File: src/inc/sideband_pkg.sv
// Purpose: Shared constants and types for the port LED and sideband block
// Assumes: 100 MHz core clock, four ports, two LEDs and three inputs a port
// Notes: Blink times are in 2.5 ms steps, 1..255 steps each
`default_nettype none
package sideband_pkg;
  localparam int NUM_PORTS = 4;
  localparam int NUM_IN = 3;
  localparam int NUM_LED = 2;
  localparam int CLK_HZ = 100_000_000;
  // Blink step time in microseconds and its cycle count
  localparam int BLINK_STEP_US = 2500;
  localparam int BLINK_STEP_CYC = BLINK_STEP_US * (CLK_HZ / 1_000_000);
  // Shortest and longest blink times, in steps (2.5 ms and 637.5 ms)
  localparam logic [7:0] BLINK_MIN_STEPS = 8'h01;
  localparam logic [7:0] BLINK_MAX_STEPS = 8'hff;
  // Interrupt latency limit in microseconds and cycles
  localparam int IRQ_MAX_US = 50;
  localparam int IRQ_MAX_CYC = IRQ_MAX_US * (CLK_HZ / 1_000_000);
  // Reset values
  localparam logic [7:0] INTENSITY_RST = 8'h00;
  localparam logic GPO_A_RST = 1'b1;
  localparam logic GPO_B_RST = 1'b0;
  // Flag layout: per port, rise bits [2:0] then fall bits [5:3]
  localparam int FLAG_RISE_POS = 0;
  localparam int FLAG_FALL_POS = 3;
  localparam int FLAG_PORT_W = 6;

  typedef enum logic [1:0] {
    LED_OFF, LED_ON, LED_DIM, LED_BLINK
  } led_mode_t;

  typedef enum logic [1:0] {
    EDGE_NONE, EDGE_RISE, EDGE_FALL, EDGE_BOTH
  } edge_sel_t;

  // LED timebase source
  typedef enum logic [1:0] {
    TB_INTERNAL, TB_SPI_MASTER, TB_SPI_SLAVE, TB_CHAIN_SLAVE
  } tb_src_t;
endpackage : sideband_pkg
`default_nettype wire
File: src/inc/led_cfg_if.sv
// Purpose: Carries one LED's settings and the shared timebase to a driver
// Assumes: Single clock domain
// Notes: Timebase ticks are one-cycle pulses
`default_nettype none
interface led_cfg_if;
  import sideband_pkg::*;
  sideband_pkg::led_mode_t mode;
  logic [7:0] intensity;
  logic [7:0] on_steps;
  logic [7:0] off_steps;
  logic step_tick;
  logic [7:0] pwm_phase;
  logic led_low;
  modport ctrl (output mode, intensity, on_steps, off_steps, step_tick,
                output pwm_phase, input led_low);
  modport drv (input mode, intensity, on_steps, off_steps, step_tick,
               input pwm_phase, output led_low);
endinterface : led_cfg_if
`default_nettype wire

File: src/hdl/led_driver.sv
// Purpose: One LED: on, off, dimmed or blinking, active-low drive
// Assumes: Shared step and PWM phase from the parent
// Notes: Blink phase restarts only on mode entry, so ports put into blink together stay aligned
`default_nettype none
module led_driver
  import sideband_pkg::*;
(
  // Clock and reset
  input wire logic clk,
  input wire logic arst_n,
  // Settings and output
  led_cfg_if.drv cfg
);
  logic [7:0] cnt_r;
  logic lit_r;
  logic led_low_r;
  logic bright;

  // Blink phase counter in 2.5 ms steps
  always_ff @(posedge clk or negedge arst_n) begin
    if (!arst_n) begin
      cnt_r <= 8'h00;
      lit_r <= 1'b1;
    end else if (cfg.mode != LED_BLINK) begin
      cnt_r <= 8'h00;
      lit_r <= 1'b1;
    end else if (cfg.step_tick) begin
      if (cnt_r + 8'h01 >= (lit_r ? cfg.on_steps : cfg.off_steps)) begin
        cnt_r <= 8'h00;
        lit_r <= ~lit_r;
      end else begin
        cnt_r <= cnt_r + 8'h01;
      end
    end
  end

  // Zero intensity stays dark, 255 is brightest
  assign bright = cfg.pwm_phase < cfg.intensity;

  // Registered lit level; high drives the pin low to light the LED
  always_ff @(posedge clk or negedge arst_n) begin
    if (!arst_n) begin
      led_low_r <= 1'b0;
    end else begin
      case (cfg.mode)
        LED_ON: led_low_r <= 1'b1;
        LED_OFF: led_low_r <= 1'b0;
        LED_DIM: led_low_r <= bright;
        LED_BLINK: led_low_r <= bright && lit_r;
        default: led_low_r <= 1'b0;
      endcase
    end
  end
  assign cfg.led_low = led_low_r;

  chk_off_dark: assert property (@(posedge clk) disable iff (!arst_n)
    cfg.mode == LED_OFF |=> !led_low_r)
    else $error("led lit while off");
  chk_zero_dim: assert property (@(posedge clk) disable iff (!arst_n)
    (cfg.intensity == 8'h00 && cfg.mode == LED_DIM) |=> !led_low_r)
    else $error("led lit at zero intensity");
endmodule : led_driver
`default_nettype wire

File: src/hdl/port_sideband.sv
// Purpose: Four-port LED, general output and input-interrupt sideband logic
// Assumes: Settings arrive as plain ports from the host-interface block
// Notes: Pins with tri-state carry separate value and enable outputs
`default_nettype none
module port_sideband
  import sideband_pkg::*;
#(
  parameter int PORTS = NUM_PORTS,
  parameter int STEP_CYC = BLINK_STEP_CYC
)(
  // Clock and reset
  input wire logic clk,
  input wire logic arst_n,
  // LED settings, two LEDs per port
  input wire led_mode_t led_mode [PORTS*NUM_LED],
  input wire logic [7:0] led_intensity [PORTS*NUM_LED],
  input wire logic [7:0] led_on_steps [PORTS*NUM_LED],
  input wire logic [7:0] led_off_steps [PORTS*NUM_LED],
  input wire logic intensity_wr [PORTS*NUM_LED],
  // LED pins, low lights the LED
  output logic [PORTS*NUM_LED-1:0] led_pin_o,
  output logic [PORTS*NUM_LED-1:0] led_pin_oe,
  // LED timebase selection and sync pins
  input wire tb_src_t tb_src,
  input wire logic chain_head,
  input wire logic led_clock_sync_pin_i,
  output logic led_clock_sync_pin_o,
  output logic led_clock_sync_pin_oe,
  input wire logic led_chain_in,
  output logic led_chain_out,
  // General output update requests
  input wire logic [PORTS-1:0] gpo_port_wr,
  input wire logic gpo_dev_wr,
  input wire logic gpo_sys_wr,
  input wire logic [1:0] gpo_val_in,
  input wire logic [1:0] gpo_en_in,
  // General output pins: bit 0 is output A, bit 1 output B
  output logic [2*PORTS-1:0] gpo_val,
  output logic [2*PORTS-1:0] gpo_oe,
  // Monitored inputs and interrupt setup
  input wire logic [NUM_IN*PORTS-1:0] mon_in,
  input wire edge_sel_t edge_sel [NUM_IN*PORTS],
  input wire logic flag_clr_rd,
  output logic [NUM_IN*PORTS-1:0] mon_level,
  output logic [FLAG_PORT_W*PORTS-1:0] irq_flags,
  // Host interrupt, open drain: output level always 0
  output logic host_int_n_o,
  output logic host_int_n_oe
);
  localparam int NL = PORTS * NUM_LED;
  localparam int NI = NUM_IN * PORTS;

  // Edge-select decode, used for rise and fall alike
  function automatic logic edge_on(input edge_sel_t s, input logic rise);
    edge_on = (s == EDGE_BOTH) || (rise ? s == EDGE_RISE : s == EDGE_FALL);
  endfunction : edge_on

  // LED timebase
  logic [$clog2(STEP_CYC+1)-1:0] div_r;
  logic int_tick_r;
  logic int_clk_r;
  logic [1:0] sync_ext_r;
  logic ext_prev_r;
  logic ext_tick;
  logic step_tick;
  logic [7:0] pwm_phase_r;
  logic ext_sel;

  // Internal LED clock: square wave, one edge per step
  always_ff @(posedge clk or negedge arst_n) begin
    if (!arst_n) begin
      div_r <= '0;
      int_tick_r <= 1'b0;
      int_clk_r <= 1'b0;
    end else if (div_r == $bits(div_r)'(STEP_CYC - 1)) begin
      div_r <= '0;
      int_tick_r <= 1'b1;
      int_clk_r <= ~int_clk_r;
    end else begin
      div_r <= div_r + 1'b1;
      int_tick_r <= 1'b0;
    end
  end

  // External LED clock: pin or chain-in, through two flops
  assign ext_sel = (tb_src == TB_SPI_SLAVE) || (tb_src == TB_CHAIN_SLAVE);
  always_ff @(posedge clk or negedge arst_n) begin
    if (!arst_n) begin
      sync_ext_r <= 2'b00;
      ext_prev_r <= 1'b0;
    end else begin
      sync_ext_r <= {sync_ext_r[0], tb_src == TB_SPI_SLAVE ?
                     led_clock_sync_pin_i : led_chain_in};
      ext_prev_r <= sync_ext_r[1];
    end
  end
  assign ext_tick = sync_ext_r[1] != ext_prev_r;
  assign step_tick = ext_sel ? ext_tick : int_tick_r;

  // Sync pin drive and chain repeat
  always_ff @(posedge clk or negedge arst_n) begin
    if (!arst_n) begin
      led_clock_sync_pin_o <= 1'b0;
      led_clock_sync_pin_oe <= 1'b0;
      led_chain_out <= 1'b0;
    end else begin
      led_clock_sync_pin_o <= int_clk_r;
      led_clock_sync_pin_oe <= tb_src == TB_SPI_MASTER;
      led_chain_out <= chain_head ? int_clk_r : sync_ext_r[1];
    end
  end

  // Shared PWM phase, free running
  always_ff @(posedge clk or negedge arst_n) begin
    if (!arst_n) begin
      pwm_phase_r <= 8'h00;
    end else begin
      pwm_phase_r <= pwm_phase_r + 8'h01;
    end
  end

  // LEDs
  logic [7:0] intensity_r [NL];
  generate
    for (genvar i = 0; i < NL; i++) begin : g_led
      led_cfg_if cfg_if ();
      // Intensity held here so its reset is zero
      always_ff @(posedge clk or negedge arst_n) begin
        if (!arst_n) begin
          intensity_r[i] <= INTENSITY_RST;
        end else if (intensity_wr[i]) begin
          intensity_r[i] <= led_intensity[i];
        end
      end
      assign cfg_if.mode = led_mode[i];
      assign cfg_if.intensity = intensity_r[i];
      assign cfg_if.on_steps = led_on_steps[i] < BLINK_MIN_STEPS ?
                               BLINK_MIN_STEPS : led_on_steps[i];
      assign cfg_if.off_steps = led_off_steps[i] < BLINK_MIN_STEPS ?
                                BLINK_MIN_STEPS : led_off_steps[i];
      assign cfg_if.step_tick = step_tick;
      assign cfg_if.pwm_phase = pwm_phase_r;
      led_driver u_led (
        .clk(clk),
        .arst_n(arst_n),
        .cfg(cfg_if)
      );
      // Pin released in reset, high when dark
      always_ff @(posedge clk or negedge arst_n) begin
        if (!arst_n) begin
          led_pin_o[i] <= 1'b1;
          led_pin_oe[i] <= 1'b0;
        end else begin
          led_pin_o[i] <= ~cfg_if.led_low;
          led_pin_oe[i] <= 1'b1;
        end
      end
    end
  endgenerate

  // General outputs
  // System broadcast and device write hit every port; the host
  // is trusted to write values before setting enables.
  always_ff @(posedge clk or negedge arst_n) begin
    if (!arst_n) begin
      for (int p = 0; p < PORTS; p++) begin
        gpo_val[2*p] <= GPO_A_RST;
        gpo_val[2*p+1] <= GPO_B_RST;
      end
      gpo_oe <= '0;
    end else begin
      for (int p = 0; p < PORTS; p++) begin
        if (gpo_port_wr[p] || gpo_dev_wr || gpo_sys_wr) begin
          gpo_val[2*p +: 2] <= gpo_val_in;
          gpo_oe[2*p +: 2] <= gpo_en_in;
        end
      end
    end
  end

  // Inputs and interrupt
  logic [NI-1:0] in_s1_r;
  logic [NI-1:0] in_s2_r;
  logic [NI-1:0] in_prev_r;
  logic [NI-1:0] rise_ev;
  logic [NI-1:0] fall_ev;
  logic prev_valid_r;

  // Two-flop synchroniser, then an edge history flop
  always_ff @(posedge clk or negedge arst_n) begin
    if (!arst_n) begin
      in_s1_r <= '0;
      in_s2_r <= '0;
      in_prev_r <= '0;
      prev_valid_r <= 1'b0;
      mon_level <= '0;
    end else begin
      in_s1_r <= mon_in;
      in_s2_r <= in_s1_r;
      in_prev_r <= in_s2_r;
      prev_valid_r <= 1'b1;
      mon_level <= in_s2_r;
    end
  end

  // Skip the first sample; an input already high out of reset still reads as a rise
  always_comb begin
    for (int k = 0; k < NI; k++) begin
      rise_ev[k] = prev_valid_r && in_s2_r[k] && !in_prev_r[k] &&
                   edge_on(edge_sel[k], 1'b1);
      fall_ev[k] = prev_valid_r && !in_s2_r[k] && in_prev_r[k] &&
                   edge_on(edge_sel[k], 1'b0);
    end
  end

  // Sticky flags; a new event beats the clear
  always_ff @(posedge clk or negedge arst_n) begin
    if (!arst_n) begin
      irq_flags <= '0;
    end else begin
      for (int p = 0; p < PORTS; p++) begin
        for (int j = 0; j < NUM_IN; j++) begin
          irq_flags[FLAG_PORT_W*p+FLAG_RISE_POS+j] <=
            rise_ev[NUM_IN*p+j] ||
            (irq_flags[FLAG_PORT_W*p+FLAG_RISE_POS+j] && !flag_clr_rd);
          irq_flags[FLAG_PORT_W*p+FLAG_FALL_POS+j] <=
            fall_ev[NUM_IN*p+j] ||
            (irq_flags[FLAG_PORT_W*p+FLAG_FALL_POS+j] && !flag_clr_rd);
        end
      end
    end
  end

  // Open drain: pull low while any flag stands
  always_ff @(posedge clk or negedge arst_n) begin
    if (!arst_n) begin
      host_int_n_o <= 1'b0;
      host_int_n_oe <= 1'b0;
    end else begin
      host_int_n_o <= 1'b0;
      host_int_n_oe <= |irq_flags;
    end
  end

  chk_rise_flag: assert property (@(posedge clk) disable iff (!arst_n)
    rise_ev[0] |=> irq_flags[FLAG_RISE_POS] ##1 host_int_n_oe)
    else $error("rise event not flagged");
  chk_irq_latency: assert property (@(posedge clk) disable iff (!arst_n)
    $rose(in_s2_r[0]) && edge_on(edge_sel[0], 1'b1)
    |-> ##[1:5] host_int_n_oe)
    else $error("interrupt late");
  chk_no_edge: assert property (@(posedge clk) disable iff (!arst_n)
    (edge_sel[0] == EDGE_NONE) |-> !rise_ev[0] && !fall_ev[0])
    else $error("masked edge fired");
  chk_irq_drive: assert property (@(posedge clk) disable iff (!arst_n)
    host_int_n_oe |-> !host_int_n_o)
    else $error("interrupt driven high");
  chk_led_drive: assert property (@(posedge clk) disable iff (!arst_n)
    $rose(arst_n) |-> ##1 led_pin_oe[0])
    else $error("led pin not driven");
  chk_gpo_write: assert property (@(posedge clk) disable iff (!arst_n)
    gpo_dev_wr |=> gpo_oe[1:0] == $past(gpo_en_in))
    else $error("device write missed");
  chk_level_seen: assert property (@(posedge clk) disable iff (!arst_n)
    mon_level == $past(in_s2_r))
    else $error("level not reported");
  chk_sync_oe: assert property (@(posedge clk) disable iff (!arst_n)
    (tb_src == TB_SPI_SLAVE) |=> !led_clock_sync_pin_oe)
    else $error("slave drives sync pin");
endmodule : port_sideband
`default_nettype wire

File: config.mk
export PLATFORM = sky130hd
export DESIGN_NAME = port_sideband
export DESIGN_NICKNAME = d
export VERILOG_FILES = /design/src/inc/sideband_pkg.sv /design/src/inc/led_cfg_if.sv /design/src/hdl/led_driver.sv /design/src/hdl/port_sideband.sv
export SDC_FILE = /design/constraint.sdc
export NUM_CORES = 1
export LEC_CHECK = 0
export BUFFER_PORTS_ARGS = -buffer_cell sky130_fd_sc_hd__buf_2
export CAP_MARGIN = 15
export CORE_MARGIN = 3
export CORE_UTILIZATION = 50
export DETAILED_ROUTE_END_ITERATION = 7
export PLACE_DENSITY = 0.86
export SYNTH_ARGS = -nofsm -noshare
export SYNTH_HDL_FRONTEND = slang
export SYNTH_SLANG_ARGS = --single-unit
File: constraint.sdc
create_clock -name clk -period 2.85 [get_ports clk]
set_input_delay 0.7125 -clock clk [delete_from_list [all_inputs] [get_ports clk]]
set_output_delay 0.7125 -clock clk [all_outputs]
set_load 0.05 [all_outputs]
==> qor.csv <==
metric,value,unit
number of enable flip-flop cells after synthesis,0,
sequential area share after synthesis,45.2,%
Synth top area share,41.6,%
DRC Markers,0,
Worst Max-Slew Pin Slew,0.885,ns
vias in the first global route,12300,
Synth Area in Compound Gates,12.3,%
outcome,"finished, final reports clean",
Leak,9.13,nW
Post-Synthesis Cells,1477,
final count of negative-setup-slack endpoints,0,
share of cells above drive strength 1,26.6,%
synth unique cells,56,
Core ar.,0.0288,mm2
largest family of logic cells by synthesized area,simple AND/OR/NAND/NOR gates,
post-synthesis mux area share,5.96,%
hold buffer count at cts,0,
first drt pass iteration count,7,
top_reg_cell synth,dfrtp_1,
clk buf depth,3,
CTS Sinks,264,
Synth area leader,dfrtp_1,
Pint,0.00675,W
pre-CTS WS,0.0947,ns
Yosys reg bits,264,
Max-Slew Margin vs Limit,41.0,%
CP arrival,3.21,ns
GRT Total Usage,24.4,%
Peak VDD IR,0.484,mV
ranking of synthesized cells by area,"dfrtp_1 (42%), ha_1 (11%), o21ai_0 (4.6%), mux2i_1 (3.9%), nand2_1 (3.8%)",
DP Wirelength,29600,um
"commonest cells after routing, fill and taps aside","buf_2 (340), dfrtp_1 (244), nand2_1 (150), o21ai_0 (134), ha_1 (130)",
switching part of the total,26.7,%
pwr/cell area,517,mW/mm2
crit path cell chain,ha_1 > nand3_1 > nor2_1 > xor2_1 > ha_1 > o21ai_0 > nor2_1 > a211oi_4 > nand3_1 > o22ai_1,
Slew Limit Fails,0,
fillcell total,2265,
Area Overhead vs Synth,21.4,%
Die H,177,um
Design Power,0.00922,W
fin nets,2217,
global-route wire length before repair,61900,um
Post-synth ARST share,100,%
H-tree levels,1,
Flop pwr share,44.0,%
hold crit path type,in2async,
CTS tree,built,
Clock Latency Late Sink,0.54,ns
GR peak layer,met2,
PortBufs,341,
CP max-delay cell,dfrtp_1,
WS Path Type,reg2reg,
Max Freq,0.363,GHz
antenna violations before repair,7,
"Req. time, crit path",3.30,ns
die width,177,um
"Design Area, Final",0.0178,mm2
pin count of the biggest net entering global routing,76,
placed cell area,0.0167,mm2
CP endpoint kind,flip-flop,
Max-Cap Viols,0,
syn_nets,1877,
RePlAce Congestion,0.878,
Syn. warnings,0,
Final ANT Viol Nets,0,
standard-cell row count,62,
Inserted Clock Buffers,29,
worst-case clock skew,0.0109,ns
met3 Usage GRT,5.26,%
routed len/inst,17.9,um
combinational share of power,13.7,%
Congestion Overflow GR,0,
Fin Setup TNS,0,ns
type of element launching the critical path,flip-flop,
Critical Path Max Stage Delay,0.44,ns
global routing usage on met2,41.7,%
setup ws final,0.0917,ns
"most common cell after layout, fill and taps aside",buf_2,
die footprint,0.0314,mm2
vias per cell,5.62,
post-route core utilization,61.9,%
First DRT Iteration DRCs,746,
total wire length,39900,um
clock network fraction of total power,42.3,%
fin crit share,96.8,%
io pins,343,
Synth Cell Area,0.0147,mm2
P_sw,0.00246,W
post-synthesis xor/xnor area fraction,3.70,%
Hold Fails Final Rpt,0,
crit path max fanout,6,
adder-cell area share of the yosys netlist,11.1,%
fin crit period,2.76,ns
"CTS clk-pin slew, worst paths",0.06,ns
vias,12500,
initial cell density of the core,51.0,%
GR Layer Usage met1,30.3,%
Root Buffer,clkbuf_16,
simple-gate share of the synthesized area,16.7,%
Post-Syn Area per Cell,9.93,um2
## per-layer routing
| metal | wire length (um) | vias up |
|---|---|---|
| li1 | - | 5935 |
| met1 | 15700 | 5944 |
| met2 | 19200 | 506 |
| met3 | 3270 | 110 |
| met4 | 1610 | 12 |
| met5 | 80 | - |
## logic make-up after synthesis
family                     Yosys count
DFF                                264
other                                2
and+or+nand+nor                    481
muxes                               84
buffers and inverters              176
xor gates and xnor gates            62
adders and majority gates          130
AOI/OAI and AO/OA                  278
## power groups by stage
stage	logic [W]	registers (W)	clock network, W
2_1_floorplan	0.000523	0.00430	0
3_5_place_dp	0.00126	0.00411	0
5_1_grt	0.00140	0.00407	0.00414
6_report	0.00127	0.00405	0.00390
3_3_place_gp	0.00121	0.00410	0
4_1_cts	0.00127	0.00405	0.00397
## final timing paths
kind	from	endpoint	slack, ns	cells past startpoint
worst max-delay path	g_led[0].u_led.cnt_r[0]	g_led[0].u_led.cnt_r[2]	0.09	10
worst min-delay path	arst_n	in_prev_r[11]	0.16	1
worst max register to register	g_led[0].u_led.cnt_r[0]	g_led[0].u_led.cnt_r[2]	0.09	10
worst min register to register	in_s1_r[7]	in_s2_r[7]	0.35	0
max in group asynchronous	arst_n	led_pin_o[4]	1.87	2
min in group clk	mon_in[2]	in_s1_r[2]	0.27	1
## cells in the mapped netlist (18+ instances only)
cell type	n
a211oi_1	23
nor4_1	22
mux2_2	27
mux2i_1	57
nor3_1	25
nand3_1	99
nand4_1	26
xor2_1	28
o21ai_0	134
inv_1	125
dfstp_2	20
nand4b_1	27
nor2_1	56
ha_1	130
xnor2_1	34
o22ai_1	19
dfrtp_1	244
nand2_1	150
buf_2	18
## registers in the layout, indices dropped and copies added (netlist names), 2 cells and up
| register | cells |
|---|---|
| sync_ext_r | 2 |
| g_led.u_led.lit_r | 8 |
| in_prev_r | 12 |
| led_pin_o | 8 |
| in_s2_r | 12 |
| g_led.u_led.cnt_r | 64 |
| in_s1_r | 12 |
| div_r | 18 |
| g_led.cfg_if.pwm_phase | 8 |
| g_led.u_led.cfg.led_low | 8 |
| gpo_oe | 8 |
| irq_flags | 24 |
| g_led.cfg_if.intensity | 64 |
| gpo_val | 8 |
## metrics by stage
stage | hold WS [ns] | instances
floorplan | 0.331 | 1477
global placement | 0.334 | 2164
detailed placement | 0.335 | 2164
CTS | 0.167 | 2217
global route | 0.188 | 2223
finish | 0.161 | 2224
## final cells by class
type	instances	area (um2)	area share, %
multi-input cells	1038	7320	41.1
flip-flops and latches	264	6630	37.2
repair buffers	359	1910	10.7
clock buffers	38	810	4.54
well taps	384	480	2.70
inverters	125	469	2.63
clock inverters	15	188	1.05
diodes	1	2.50	0.0140
## worst max-delay path, delay by kind of cell (launching register included)
family / cells / cell delay (ns)
fa+ha+maj: 2 / 0.57
simple gates: 4 / 0.64
compound gates: 3 / 0.72
xor+xnor: 1 / 0.27
flops: 1 / 0.44
## repair_timing
item | CTS | global route
resized for setup | 0 | 1
setup buffers | 0 | 5
endpoints found under the hold margin | 0 | 0
endpoints found under the setup margin | 0 | 15
Note: power is estimated with default switching activity, not from simulation.
